## src/pkg/ccis_defs.vh

```
// Timing counts and sequencer encodings for the card interface sequencer
`ifndef CCIS_DEFS_VH
`define CCIS_DEFS_VH

// Clock: 20 MHz system clock, 50 ns period
`define CCIS_CLK_NS        50
// Low-frequency oscillator tick, derived from the system clock
`define CCIS_LF_DIV        56
// High-frequency oscillator tick
`define CCIS_HF_DIV        1
// Power-on reset pulse in low-frequency periods
`define CCIS_POR_LF        2048
// Presence debounce in low-frequency periods
`define CCIS_DEB_LF        1280
// Sequencer unit T in high-frequency periods
`define CCIS_T_HF          64
// Activation points in units of T/2
`define CCIS_ACT_VCC       3
`define CCIS_ACT_IO        20
`define CCIS_ACT_RST       26
// Deactivation points in 64ths of T after the request rises, scaled by T
`define CCIS_DEA_DIV       64
`define CCIS_DEA_RST       3
`define CCIS_DEA_CLK       35
`define CCIS_DEA_IO        67
`define CCIS_DEA_VCC       99
// Card clock start delay after data release, in system clocks (200 ns min)
`define CCIS_CLK_START_NS  200
`define CCIS_CLK_START     ((`CCIS_CLK_START_NS + `CCIS_CLK_NS - 1) / `CCIS_CLK_NS)
// Sequencer states
`define CCIS_ST_POR        3'h0
`define CCIS_ST_OFF        3'h1
`define CCIS_ST_ACT        3'h2
`define CCIS_ST_ON         3'h3
`define CCIS_ST_DEACT      3'h4
// Data line pair states
`define CCIS_IO_IDLE       2'h0
`define CCIS_IO_DELAY      2'h1
`define CCIS_IO_LOW        2'h2
`define CCIS_IO_PULL       2'h3
// Data line delays in system clocks
`define CCIS_IO_EDGE_DLY   2
`define CCIS_IO_PU_DLY     2

`endif

```

## src/logic/ccis_fifo.v

```verilog
// Small FIFO carrying host data line samples toward the card side
`timescale 1ns/1ns
module ccis_fifo #(
	parameter WIDTH = 3,
	parameter DEPTH = 4,
	parameter AW    = 2
) (
	// Clock and reset
	input  wire             i_sys_clk,
	input  wire             i_rstn,
	// Fill side
	input  wire             i_valid,
	output wire             o_ready,
	input  wire [WIDTH-1:0] i_data,
	// Drain side
	output wire             o_valid,
	input  wire             i_ready,
	output wire [WIDTH-1:0] o_data
);
	reg [WIDTH-1:0] mem [0:DEPTH-1];
	reg [AW-1:0]    wr_ptr;
	reg [AW-1:0]    rd_ptr;
	reg [AW:0]      count;
	wire            push;
	wire            pop;

	assign o_ready = (count != DEPTH[AW:0]);
	assign o_valid = (count != {(AW+1){1'b0}});
	assign o_data  = mem[rd_ptr];
	assign push    = i_valid & o_ready;
	assign pop     = o_valid & i_ready;

	always @(posedge i_sys_clk) begin
		if (push)
			mem[wr_ptr] <= i_data;
	end

	always @(posedge i_sys_clk or negedge i_rstn) begin
		if (!i_rstn) begin
			wr_ptr <= {AW{1'b0}};
			rd_ptr <= {AW{1'b0}};
			count  <= {(AW+1){1'b0}};
		end else begin
			if (push)
				wr_ptr <= (wr_ptr == DEPTH[AW-1:0] - 1'b1) ? {AW{1'b0}} : wr_ptr + 1'b1;
			if (pop)
				rd_ptr <= (rd_ptr == DEPTH[AW-1:0] - 1'b1) ? {AW{1'b0}} : rd_ptr + 1'b1;
			if (push && !pop)
				count <= count + 1'b1;
			else if (pop && !push)
				count <= count - 1'b1;
		end
	end
endmodule

```

## src/logic/ccis_top.v

```verilog
// Contact card interface sequencer: power-on, activation, clock, data lines, faults
`timescale 1ns/1ns
`include "ccis_defs.vh"
module ccis_top #(
	parameter LF_DIV = `CCIS_LF_DIV,
	parameter POR_LF = `CCIS_POR_LF,
	parameter DEB_LF = `CCIS_DEB_LF,
	parameter T_HF   = `CCIS_T_HF
) (
	// Clock and reset
	input  wire       i_sys_clk,
	input  wire       i_rstn,
	// Host controls
	input  wire       i_session_request_n,
	input  wire       i_host_reset_request,
	input  wire       i_card_clock_divide_sel,
	input  wire       i_chip_select,
	input  wire       i_ext_clock_in,
	// Supervisors and fault sensors
	input  wire       i_supply_ok,
	input  wire       i_overcurrent,
	input  wire       i_overheat,
	input  wire       i_card_present_n,
	// Host status, open drain
	output wire       o_fault_status_n,
	output wire       o_fault_status_oe,
	// Host data lines: data, aux a, aux b
	input  wire [2:0] i_host_lines,
	output wire [2:0] o_host_lines,
	output wire [2:0] o_host_lines_oe,
	// Card data lines: data, aux a, aux b
	input  wire [2:0] i_card_lines,
	output wire [2:0] o_card_lines,
	output wire [2:0] o_card_lines_oe,
	// Card contacts and oscillator mode
	output reg        o_card_supply_en,
	output reg        o_card_clock,
	output reg        o_card_reset,
	output wire       o_osc_high
);
	// ==========================================================
	// Input synchronisers
	reg [4:0] sync1;
	reg [4:0] sync2;
	always @(posedge i_sys_clk or negedge i_rstn) begin
		if (!i_rstn) begin
			sync1 <= 5'h1f;
			sync2 <= 5'h1f;
		end else begin
			sync1 <= {i_session_request_n, i_card_present_n, i_supply_ok, i_ext_clock_in, i_chip_select};
			sync2 <= sync1;
		end
	end
	wire req_raw_n = sync2[4];
	wire pres_n    = sync2[3];
	wire sup_ok    = sync2[2];
	wire ext_clk   = sync2[1];
	wire cs        = sync2[0];

	// ==========================================================
	// Chip select latch
	reg req_n;
	reg rst_req;
	reg div_sel;
	// controls latched while chip select low
	always @(posedge i_sys_clk or negedge i_rstn) begin
		if (!i_rstn) begin
			req_n   <= 1'b1;
			rst_req <= 1'b0;
			div_sel <= 1'b0;
		end else if (cs) begin
			req_n   <= req_raw_n;
			rst_req <= i_host_reset_request;
			div_sel <= i_card_clock_divide_sel;
		end
	end

	// ==========================================================
	// Oscillator ticks
	reg  [7:0]  lf_cnt;
	reg         osc_high;
	wire        lf_tick = (lf_cnt == LF_DIV[7:0] - 8'h01);
	// High mode ticks every clock; low mode divides down
	wire        tick = osc_high | lf_tick;
	assign o_osc_high = osc_high;
	always @(posedge i_sys_clk or negedge i_rstn) begin
		if (!i_rstn)
			lf_cnt <= 8'h00;
		else
			lf_cnt <= lf_tick ? 8'h00 : lf_cnt + 8'h01;
	end

	// ==========================================================
	// Presence debounce
	reg [10:0] deb_cnt;
	reg        present;
	wire       pres_raw = ~pres_n;
	always @(posedge i_sys_clk or negedge i_rstn) begin
		if (!i_rstn) begin
			deb_cnt <= 11'h000;
			present <= 1'b0;
		end else if (!pres_raw) begin
			present <= 1'b0;
			deb_cnt <= 11'h000;
		end else if (!present && lf_tick) begin
			if (deb_cnt == DEB_LF[10:0] - 11'h001)
				present <= 1'b1;
			else
				deb_cnt <= deb_cnt + 11'h001;
		end
	end

	// ==========================================================
	// Sequencer
	reg [2:0]  state;
	reg [11:0] seq_cnt;
	reg        fault_n;
	reg        fault_latched;
	reg        req_n_d;
	reg        io_en;
	reg        rst_en;
	reg        clk_en;
	reg [3:0]  clk_dly;
	wire       session_fault = i_overcurrent | i_overheat | ~present | ~sup_ok;
	wire       req_fall = req_n_d & ~req_n;
	wire [11:0] half_t = T_HF[12:1];
	// Backward points follow T so a short test T keeps the same proportions
	localparam [11:0] DEA_RST = (`CCIS_DEA_RST * T_HF) / `CCIS_DEA_DIV;
	localparam [11:0] DEA_CLK = (`CCIS_DEA_CLK * T_HF) / `CCIS_DEA_DIV;
	localparam [11:0] DEA_IO  = (`CCIS_DEA_IO * T_HF) / `CCIS_DEA_DIV;
	localparam [11:0] DEA_VCC = (`CCIS_DEA_VCC * T_HF) / `CCIS_DEA_DIV;

	always @(posedge i_sys_clk or negedge i_rstn) begin
		if (!i_rstn) begin
			state            <= `CCIS_ST_POR;
			seq_cnt          <= 12'h000;
			osc_high         <= 1'b0;
			fault_n          <= 1'b0;
			fault_latched    <= 1'b0;
			req_n_d          <= 1'b1;
			io_en            <= 1'b0;
			rst_en           <= 1'b0;
			clk_en           <= 1'b0;
			o_card_supply_en <= 1'b0;
			clk_dly          <= 4'h0;
		end else begin
			req_n_d <= req_n;
			case (state)
			`CCIS_ST_POR: begin
				// hold inactive for the reset pulse
				if (!sup_ok)
					seq_cnt <= 12'h000;
				else if (lf_tick) begin
					if (seq_cnt == POR_LF[11:0] - 12'h001) begin
						seq_cnt <= 12'h000;
						state   <= `CCIS_ST_OFF;
					end else
						seq_cnt <= seq_cnt + 12'h001;
				end
			end
			`CCIS_ST_OFF: begin
				osc_high <= 1'b0;
				if (req_n) begin
					fault_n       <= present;
					fault_latched <= 1'b0;
				end
				if (!sup_ok)
					state <= `CCIS_ST_POR;
				else if (req_fall && !fault_latched) begin
					osc_high <= 1'b1;
					seq_cnt  <= 12'h000;
					state    <= `CCIS_ST_ACT;
				end
			end
			`CCIS_ST_ACT: begin
				// raised request is not taken during activation
				if (session_fault) begin
					fault_n       <= 1'b0;
					fault_latched <= 1'b1;
					seq_cnt       <= 12'h000;
					state         <= `CCIS_ST_DEACT;
				end else if (tick) begin
					seq_cnt <= seq_cnt + 12'h001;
					if (seq_cnt == half_t * `CCIS_ACT_VCC)
						o_card_supply_en <= 1'b1;
					if (seq_cnt == half_t * `CCIS_ACT_IO)
						io_en <= 1'b1;
					// card reset control enabled at 13T
					if (seq_cnt == half_t * `CCIS_ACT_RST) begin
						rst_en <= 1'b1;
						state  <= `CCIS_ST_ON;
					end
				end
				// clock enable 250 ns (5 system clocks) after data release
				if (io_en && !clk_en) begin
					if (clk_dly == `CCIS_CLK_START)
						clk_en <= 1'b1;
					else
						clk_dly <= clk_dly + 4'h1;
				end
			end
			`CCIS_ST_ON: begin
				if (session_fault || req_n) begin
					if (session_fault) begin
						fault_n       <= 1'b0;
						fault_latched <= 1'b1;
					end
					seq_cnt <= 12'h000;
					state   <= `CCIS_ST_DEACT;
				end
			end
			`CCIS_ST_DEACT: begin
				if (session_fault && fault_n) begin
					fault_n       <= 1'b0;
					fault_latched <= 1'b1;
				end
				if (tick) begin
					seq_cnt <= seq_cnt + 12'h001;
					if (seq_cnt == DEA_RST)
						rst_en <= 1'b0;
					if (seq_cnt == DEA_CLK)
						clk_en <= 1'b0;
					if (seq_cnt == DEA_IO)
						io_en <= 1'b0;
					if (seq_cnt == DEA_VCC) begin
						o_card_supply_en <= 1'b0;
						clk_dly          <= 4'h0;
						state            <= `CCIS_ST_OFF;
					end
				end
			end
			default: state <= `CCIS_ST_POR;
			endcase
		end
	end

	// ==========================================================
	// Card reset and clock
	reg ext_d;
	reg half;
	reg div_act;
	always @(posedge i_sys_clk or negedge i_rstn) begin
		if (!i_rstn) begin
			o_card_reset <= 1'b0;
			o_card_clock <= 1'b0;
			ext_d        <= 1'b0;
			half         <= 1'b0;
			div_act      <= 1'b0;
		end else begin
			o_card_reset <= rst_en & rst_req;
			ext_d        <= ext_clk;
			if (ext_clk && !ext_d) begin
				half <= ~half;
				// divide change taken only at a full low point
				if (!o_card_clock)
					div_act <= div_sel;
			end
			// full rate or toggle on each rising edge
			if (!clk_en)
				o_card_clock <= 1'b0;
			else if (!div_act)
				o_card_clock <= ext_clk;
			else if (ext_clk && !ext_d)
				o_card_clock <= ~o_card_clock;
		end
	end

	// ==========================================================
	// Data line pairs
	wire [2:0] host_in_q;
	wire       fifo_valid;
	wire       fifo_ready;
	// Host samples pass a FIFO; drain stalls while io_en is low (FIFO fills, h_now reads all high) but keeps order
	ccis_fifo #(
		.WIDTH (3),
		.DEPTH (4),
		.AW    (2)
	) u_fifo (
		.i_sys_clk (i_sys_clk),
		.i_rstn    (i_rstn),
		.i_valid   (1'b1),
		.o_ready   (fifo_ready),
		.i_data    (i_host_lines),
		.o_valid   (fifo_valid),
		.i_ready   (io_en),
		.o_data    (host_in_q)
	);

	reg [1:0] io_st   [0:2];
	reg [2:0] master_card;
	reg [1:0] io_cnt  [0:2];
	reg [2:0] h_prev;
	reg [2:0] c_prev;
	reg [2:0] drv_low;
	reg [2:0] drv_high;
	wire [2:0] h_now = (fifo_valid & fifo_ready) ? host_in_q : 3'h7;
	genvar g;
	generate
		for (g = 0; g < 3; g = g + 1) begin : g_line
			always @(posedge i_sys_clk or negedge i_rstn) begin
				if (!i_rstn) begin
					io_st[g]       <= `CCIS_IO_IDLE;
					io_cnt[g]      <= 2'h0;
					master_card[g] <= 1'b0;
					h_prev[g]      <= 1'b1;
					c_prev[g]      <= 1'b1;
					drv_low[g]     <= 1'b0;
					drv_high[g]    <= 1'b0;
				end else begin
					h_prev[g] <= h_now[g];
					c_prev[g] <= i_card_lines[g];
					case (io_st[g])
					`CCIS_IO_IDLE: begin
						drv_high[g] <= 1'b0;
						if (io_en && cs) begin
							if (h_prev[g] && !h_now[g]) begin
								master_card[g] <= 1'b0;
								io_st[g]       <= `CCIS_IO_DELAY;
							end else if (c_prev[g] && !i_card_lines[g]) begin
								master_card[g] <= 1'b1;
								io_st[g]       <= `CCIS_IO_DELAY;
							end
							io_cnt[g] <= 2'h0;
						end
					end
					`CCIS_IO_DELAY: begin
						io_cnt[g] <= io_cnt[g] + 2'h1;
						if (io_cnt[g] == `CCIS_IO_EDGE_DLY - 1) begin
							drv_low[g] <= 1'b1;
							io_st[g]   <= `CCIS_IO_LOW;
						end
					end
					`CCIS_IO_LOW: begin
						if (master_card[g] ? i_card_lines[g] : h_now[g]) begin
							drv_low[g]  <= 1'b0;
							drv_high[g] <= 1'b1;
							io_cnt[g]   <= 2'h0;
							io_st[g]    <= `CCIS_IO_PULL;
						end
					end
					`CCIS_IO_PULL: begin
						io_cnt[g] <= io_cnt[g] + 2'h1;
						if (io_cnt[g] == `CCIS_IO_PU_DLY - 1) begin
							drv_high[g] <= 1'b0;
							io_st[g]    <= `CCIS_IO_IDLE;
						end
					end
					default: io_st[g] <= `CCIS_IO_IDLE;
					endcase
					if (!io_en || !cs) begin
						drv_low[g]  <= 1'b0;
						drv_high[g] <= 1'b0;
						io_st[g]    <= `CCIS_IO_IDLE;
					end
				end
			end
		end
	endgenerate

	// Slave side only is driven; card lines held low while not enabled
	wire [2:0] slave_drv = drv_low | drv_high;
	assign o_card_lines    = io_en ? drv_high : 3'h0;
	assign o_card_lines_oe = io_en ? (slave_drv & ~master_card) : 3'h7;
	assign o_host_lines    = drv_high;
	assign o_host_lines_oe = (cs & io_en) ? (slave_drv & master_card) : 3'h0;
	// status floats while deselected; open drain drives only low
	assign o_fault_status_n  = 1'b0;
	assign o_fault_status_oe = cs & ~fault_n;
endmodule

```

## config.mk

```make
export PLATFORM = sky130hd
export DESIGN_NAME = ccis_top
export DESIGN_NICKNAME = d
export VERILOG_FILES = /design/src/logic/ccis_fifo.v /design/src/logic/ccis_top.v
export VERILOG_INCLUDE_DIRS = /design/src /design/src/pkg
export SDC_FILE = /design/constraint.sdc
export NUM_CORES = 1
export LEC_CHECK = 0
export ABC_CLOCK_PERIOD_IN_PS = 2100
export BUFFER_PORTS_ARGS = -buffer_cell sky130_fd_sc_hd__buf_2
export CORE_MARGIN = 1.5
export CORE_UTILIZATION = 49
export DETAILED_ROUTE_END_ITERATION = 7
export HOLD_SLACK_MARGIN = 0.1
export PLACE_DENSITY_LB_ADDON = 0.15
export SETUP_SLACK_MARGIN = 0.2
export SYNTH_ARGS = -nofsm -noshare
export SYNTH_HDL_FRONTEND = slang
export SYNTH_HIERARCHICAL = 1
export SYNTH_SLANG_ARGS = --single-unit
```

## constraint.sdc

```tcl
create_clock -name i_sys_clk -period 2.1 [get_ports i_sys_clk]
set_input_delay 0.105 -clock i_sys_clk [delete_from_list [all_inputs] [get_ports i_sys_clk]]
set_output_delay 0.105 -clock i_sys_clk [all_outputs]
set_load 0.03 [all_outputs]
```

* After elaboration in Yosys (flattened, before gate mapping)
Memory sizes are Yosys's and may differ from the RTL's. Cells that the tools add are included.
Word-level totals: register bits after elaboration 98, RAM bits 12, bits of input ports 17, output and inout port bits 18, word-level logic and storage cells 380, memories kept 1
Memories:
- u_fifo.mem | words 4, bits a word 3, read ports 1, clocked after memory_dff 0, wr ports 1, RTL line ccis_fifo.v:20 | reg [WIDTH-1:0] mem [0:DEPTH-1];
Cells by class: add/sub/neg operators 11, equality and inequality tests 78, muxes and demuxes 145, bitwise gates (word level) 19, reduce and logical (&&, ||, !) cells 79
Operators by type and width (count):
- $mux W12 | 8
- $mux W1 | 64
- $pmux W12 S5 | 1
- $ne A2 B2 Y1 const B | 28
- $mux W2 | 27
- $mux W3 | 17
- $ne A3 B3 Y1 const B | 17
- $eq A12 B7 Y1 const B | 3
- $mux W11 | 3
- $reduce_and A5 Y1 | 6
- $reduce_and A3 Y1 | 9
- $eq A12 B10 Y1 const B | 2
- $pmux W2 S4 | 3
- $pmux W2 S3 | 3
- $reduce_and A6 Y1 | 3
- $eq A2 B2 Y1 const B | 8
- $mux W4 | 4
- $reduce_bool A4 Y1 | 4
- $pmux W3 S5 | 1
- $logic_and A1 B1 Y1 | 14
- $logic_not A1 Y1 | 14
- $pmux W1 S2 | 7
- $reduce_bool A2 Y1 | 7
- $add A12 B1 Y12 const B | 1
- other kinds (37) | 78

* Depth between registers and ports, before layout
depth in word-level cells 9, depth in mapped cells 8, depth with buffers taken out 8

* Cells and area by module
Netlist, hierarchy kept.
Modules (own cells, without submodules):
- ccis_top | instances 1, cells each 497, area each 4909.7 sq um, sequential area each 2299.7 sq um
- ccis_fifo | instances 1, cells each 51, area each 872.1 sq um, sequential area each 535.5 sq um

* Worst setup path after synthesis
Ideal clock, no wire load.
path type register to register, start point reg u_fifo.count[0], end point reg io_cnt[2] (netlist bit), library setup time 125 ps, arrival 2052 ps, data required time 1975 ps, setup slack -77 ps, cell stages (with the launch flop) 6, path buffers 0, period minus slack after synthesis 2177 ps, cell sequence dfrtp_1 or3_2 nor4bb_1 o21ai_0 a21boi_0 mux2_2
Between the ends: cells in the longest elaborated chain, start to end 6, elaborated cells on any way between the ends 7, those cells by class eq/ne: 2; mux: 2; bitwise: 1; reduce/logical: 2
Ends and longest elaborated chain:
- start, declared | RTL line ccis_fifo.v:23 | reg [AW:0] count;
- start signal, assigned | RTL line ccis_fifo.v:42 | count <= {(AW+1){1'b0}};
- start signal, assigned | RTL line ccis_fifo.v:49 | count <= count + 1'b1;
- start signal, assigned | RTL line ccis_fifo.v:51 | count <= count - 1'b1;
- $reduce_bool A3 Y1 | RTL line ccis_fifo.v:28 | assign o_valid = (count != {(AW+1){1'b0}});
- via fifo_valid | RTL line ccis_top.v:271 | wire fifo_valid;
- $and A1 B1 Y1 | RTL line ccis_top.v:296 | wire [2:0] h_now = (fifo_valid & fifo_ready) ? host_in_q : 3'h7;
- $mux W3 | RTL line ccis_top.v:296
- $mux W1 | RTL line ccis_top.v:334 | if (master_card[g] ? i_card_lines[g] : h_now[g]) begin
- $ne A2 B2 Y1 (no line)
- $reduce_and A2 Y1 (no line)
- end signal, assigned by index | RTL line ccis_top.v:327 | io_cnt[g] <= io_cnt[g] + 2'h1;
- end signal, assigned by index | RTL line ccis_top.v:342 | io_cnt[g] <= io_cnt[g] + 2'h1;
- end, declared | RTL line ccis_top.v:291 | reg [1:0] io_cnt [0:2];
The timed path passes the listed nets, and every way through them passes these cells. A chain may end at the register's enable or synchronous reset.

* Final worst setup path
start point reg u_fifo.rd_ptr[0], end point reg io_cnt[2] (netlist bit)
Between the ends: cells in the longest elaborated chain, start to end 5
Ends and longest elaborated chain:
- start, declared | RTL line ccis_fifo.v:22 | reg [AW-1:0] rd_ptr;
- start signal, assigned | RTL line ccis_fifo.v:41 | rd_ptr <= {AW{1'b0}};
- start signal, assigned | RTL line ccis_fifo.v:47 | rd_ptr <= (rd_ptr == DEPTH[AW-1:0] - 1'b1) ? {AW{1'b0}} : rd_ptr + 1'b1;
- $mem_v2 Z4 W3
- via host_in_q[1] | RTL line ccis_top.v:270 | wire [2:0] host_in_q;
- $mux W3 | RTL line ccis_top.v:296
- $mux W1 | RTL line ccis_top.v:334
- $ne A2 B2 Y1 (no line)
- $reduce_and A2 Y1 (no line)
The timed path passes the listed nets, and every way through them passes these cells.

==> run metrics <==
antenna violations before repair=0; Hold Vio Cnt, Final=0; Synth Cell Area=5780 sq um; Worst Path Required=2350 ps; row count=39; ys flop type=dfrtp_1; top-area cell type share of the netlist area=34.6%; placer congestion estimate=0.860; Setup WS pre-CTS=7.20 ps; P&R area growth vs syn=29.4%; WL per Instance=15.9 um; Met2 Wirelength=6200 um; Worst Setup End Kind=flip-flop; # nets final=700; worst-skew pair later-pin latency=360 ps; die area=12,500 sq um; Post-synth top cells=dfrtp_1 (80), nor2_1 (57), nand2_1 (32), inv_1 (31), ha_1 (28); CP max FO=6; cts bufs inserted=9; critical path startpoint category=flip-flop; RSZ-0062 raised after global routing=yes; setup violation total in the final timing report=0; fmax=487 MHz; Final min period=2050 ps; met3 wire len=429 um; met1 wire length=5980 um; global-route wire length before repair=21,300 um; power density over the cells=700 nW/um^2; critical path class=flip-flop to flip-flop; CP max stage delay=550 ps; CP max stage cell=mux4_2; share of cells above drive strength 1=34.0%; Yosys top cell by area=dfrtp_1; Starting Density=50.4%; count leader, synth=dfrtp_1; ys async rst share=89.1%; #FFs+latches synth=110; max_slew headroom=63.2%; status=complete, no violations; CP cell instances=mux4_2 > nor4bb_2 > buf_4 > o21ai_4 > a21boi_4 > mux2_2; slew at the pin closest to its max-slew limit=548 ps; Vias=4,482; global-route usage over all layers=20.9%; final setup margin=47.4 ps; Post-Syn Instances=548; Max VDD drop=0.806 mV; ant diodes=0; EDFF count, synth=12; H-tree levels=3; worst-case reg-to-reg path depth=6; largest net degree at the start of global routing=51; min-delay worst type=primary input to asynchronous set/reset pin; Static Leakage=3.25 nW; DRT iter0 DRCs=264; ranking of synthesized cells by area=dfrtp_1 (35%), dfstp_2 (8.2%), edfxtp_1 (6.2%); Ports=35; Vias per Instance=5.59; overall die width=112 um; clock buffer depth=2; DR top layer=met4; placed wire-length estimate=8510 um; vias in the first global route=4,449; final period utilization=97.7%; Final Max Slew Viols=0; die height=112 um; library cells used by synthesis=75; sequential-to-total area share from yosys stat=49.0%; CTS tree=done; drt drc=0; syn avg cell area=10.6 sq um; Post-DRT Antenna Nets=0; area of the core=11,500 sq um; total gr overflow=0; clock sinks=110; final sum of negative setup slack=0 ps; Maximum Capacitance Violations=0; crit path DAT=2300 ps; final WL=12,700 um; Ys Warns=6; Final Skew=6.86 ps; clk slew on worst S/H paths=70 ps; IO Port Bufs=33; DR pass1 iterations=4; root buf cell=clkbuf_16
-- critical path: cells and delay by family (launching register included) --
family | cells | cell delay (ps)
flops | 1 | 440
buf+inv | 1 | 170
mux | 2 | 820
simple gates | 1 | 290
compound gates | 2 | 210
-- cells in the final DEF, fill, tap and decap left out, types with 4 or more instances in the layout --
cell            n
o21ai_1         7
a21o_1          8
and2_1         11
o211ai_1        4
nand2b_1       10
mux2i_1         5
xor2_1         13
clkbuf_16       9
mux2_2         10
nor2b_1        10
inv_1          28
buf_4          43
conb_1          6
nor2_1         56
a41oi_1         5
edfxtp_1       12
nor3b_1         5
buf_2          32
dfrtp_2         8
nand2_1        30
o21ai_0        10
a31oi_1         4
buf_6          13
and3_2          4
dlygate4sd3_1  14
o21ai_2         5
a22o_1          8
dfstp_2        18
dfrtp_1        72
and3_1          8
xnor2_1         4
nor3_1          4
or3_1           5
a21oi_1        14
nand3_1        15
ha_1           24
nand4_1        14
a21oi_2         7
-- kinds of logic (layout without fill, tap and decap cells) --
logic type | after synthesis | after routing | share of synthesized area (%)
XOR/XNOR | 17 | 17 | 2.58
other | 2 | 6 | 0.130
AO/OA/AOI/OAI | 114 | 114 | 13.4
flip-flops | 110 | 110 | 49.0
adder cells (fa/ha/maj) | 29 | 29 | 6.41
buffers and inverters | 44 | 151 | 3.22
multiplexers | 21 | 21 | 4.70
AND/OR/NAND/NOR | 211 | 211 | 20.5
-- metrics by stage --
stage / cells / utilization, % / hold WS, ps / instance area [sq um] / power (mW)
after floorplan: 552 / - / -191 / 5830 / 2.94
after global placement: 749 / 55.6 / 26.2 / 6380 / 3.15
after detailed placement: 749 / 55.6 / 34.2 / 6380 / 3.19
after CTS: 791 / 61.6 / 195 / 7070 / 5.20
after global routing: 802 / 65.2 / 223 / 7480 / 5.48
final: 802 / 65.2 / 185 / 7480 / 5.24
-- sequential cells by signal, summed over array words and instances (netlist names), 3 cells and up --
signal	cells
u_fifo/count	3
o_host_lines	3
state	3
lf_cnt	8
deb_cnt	11
io_cnt	6
sync1	5
seq_cnt	12
clk_dly	4
h_prev	3
c_prev	3
io_st	6
sync2	5
u_fifo/mem	12
drv_low	3
master_card	3
-- final timing paths --
path | start | slack, ps | endpoint
max | u_fifo/rd_ptr[0] | 50 | io_cnt[2]
min | i_rstn | 180 | drv_low[1]
max reg2reg | u_fifo/rd_ptr[0] | 50 | io_cnt[2]
min reg2reg | sync1[3] | 360 | sync2[3]
max in group asynchronous | i_rstn | 1210 | sync1[2]
min in group i_sys_clk | i_overheat | 350 | state[2]
-- routing by layer --
layer | track usage (%) | up-vias
met5 | 0 | -
met4 | 4.47 | 0
met3 | 5.23 | 8
met2 | 34.6 | 54
met1 | 28.1 | 2231
li1 | - | 2189
-- repair_timing --
| item | 4_1_cts | 5_1_grt |
|---|---|---|
| pin swaps | 28 | 30 |
| endpoints found under the hold margin | 110 | 0 |
| setup buffers | 12 | 10 |
| resized for setup | 31 | 74 |
| endpoints found under the setup margin | 34 | 52 |
| hold buffers | 14 | 0 |
| cloned | 0 | 1 |
-- area by class of cell --
class / instances / area [sq um]
repair buffers: 104 / 810
clock buffers: 9 / 225
flip-flops and latches: 110 / 2850
multi-input cells: 398 / 3200
inverters: 31 / 116
well taps: 143 / 179
fillers: 880 / 3990
clock inverters: 7 / 105
-- power by group --
| group | internal [mW] | leakage, nW | switching [mW] |
|---|---|---|---|
| sequential | 2.35 | 1.34 | 0.107 |
| combinational | 0.485 | 1.76 | 0.419 |
| clock | 1.06 | 0.158 | 0.815 |
| total | 3.89 | 3.25 | 1.34 |
No activity file was read; power rests on OpenSTA's default activity.
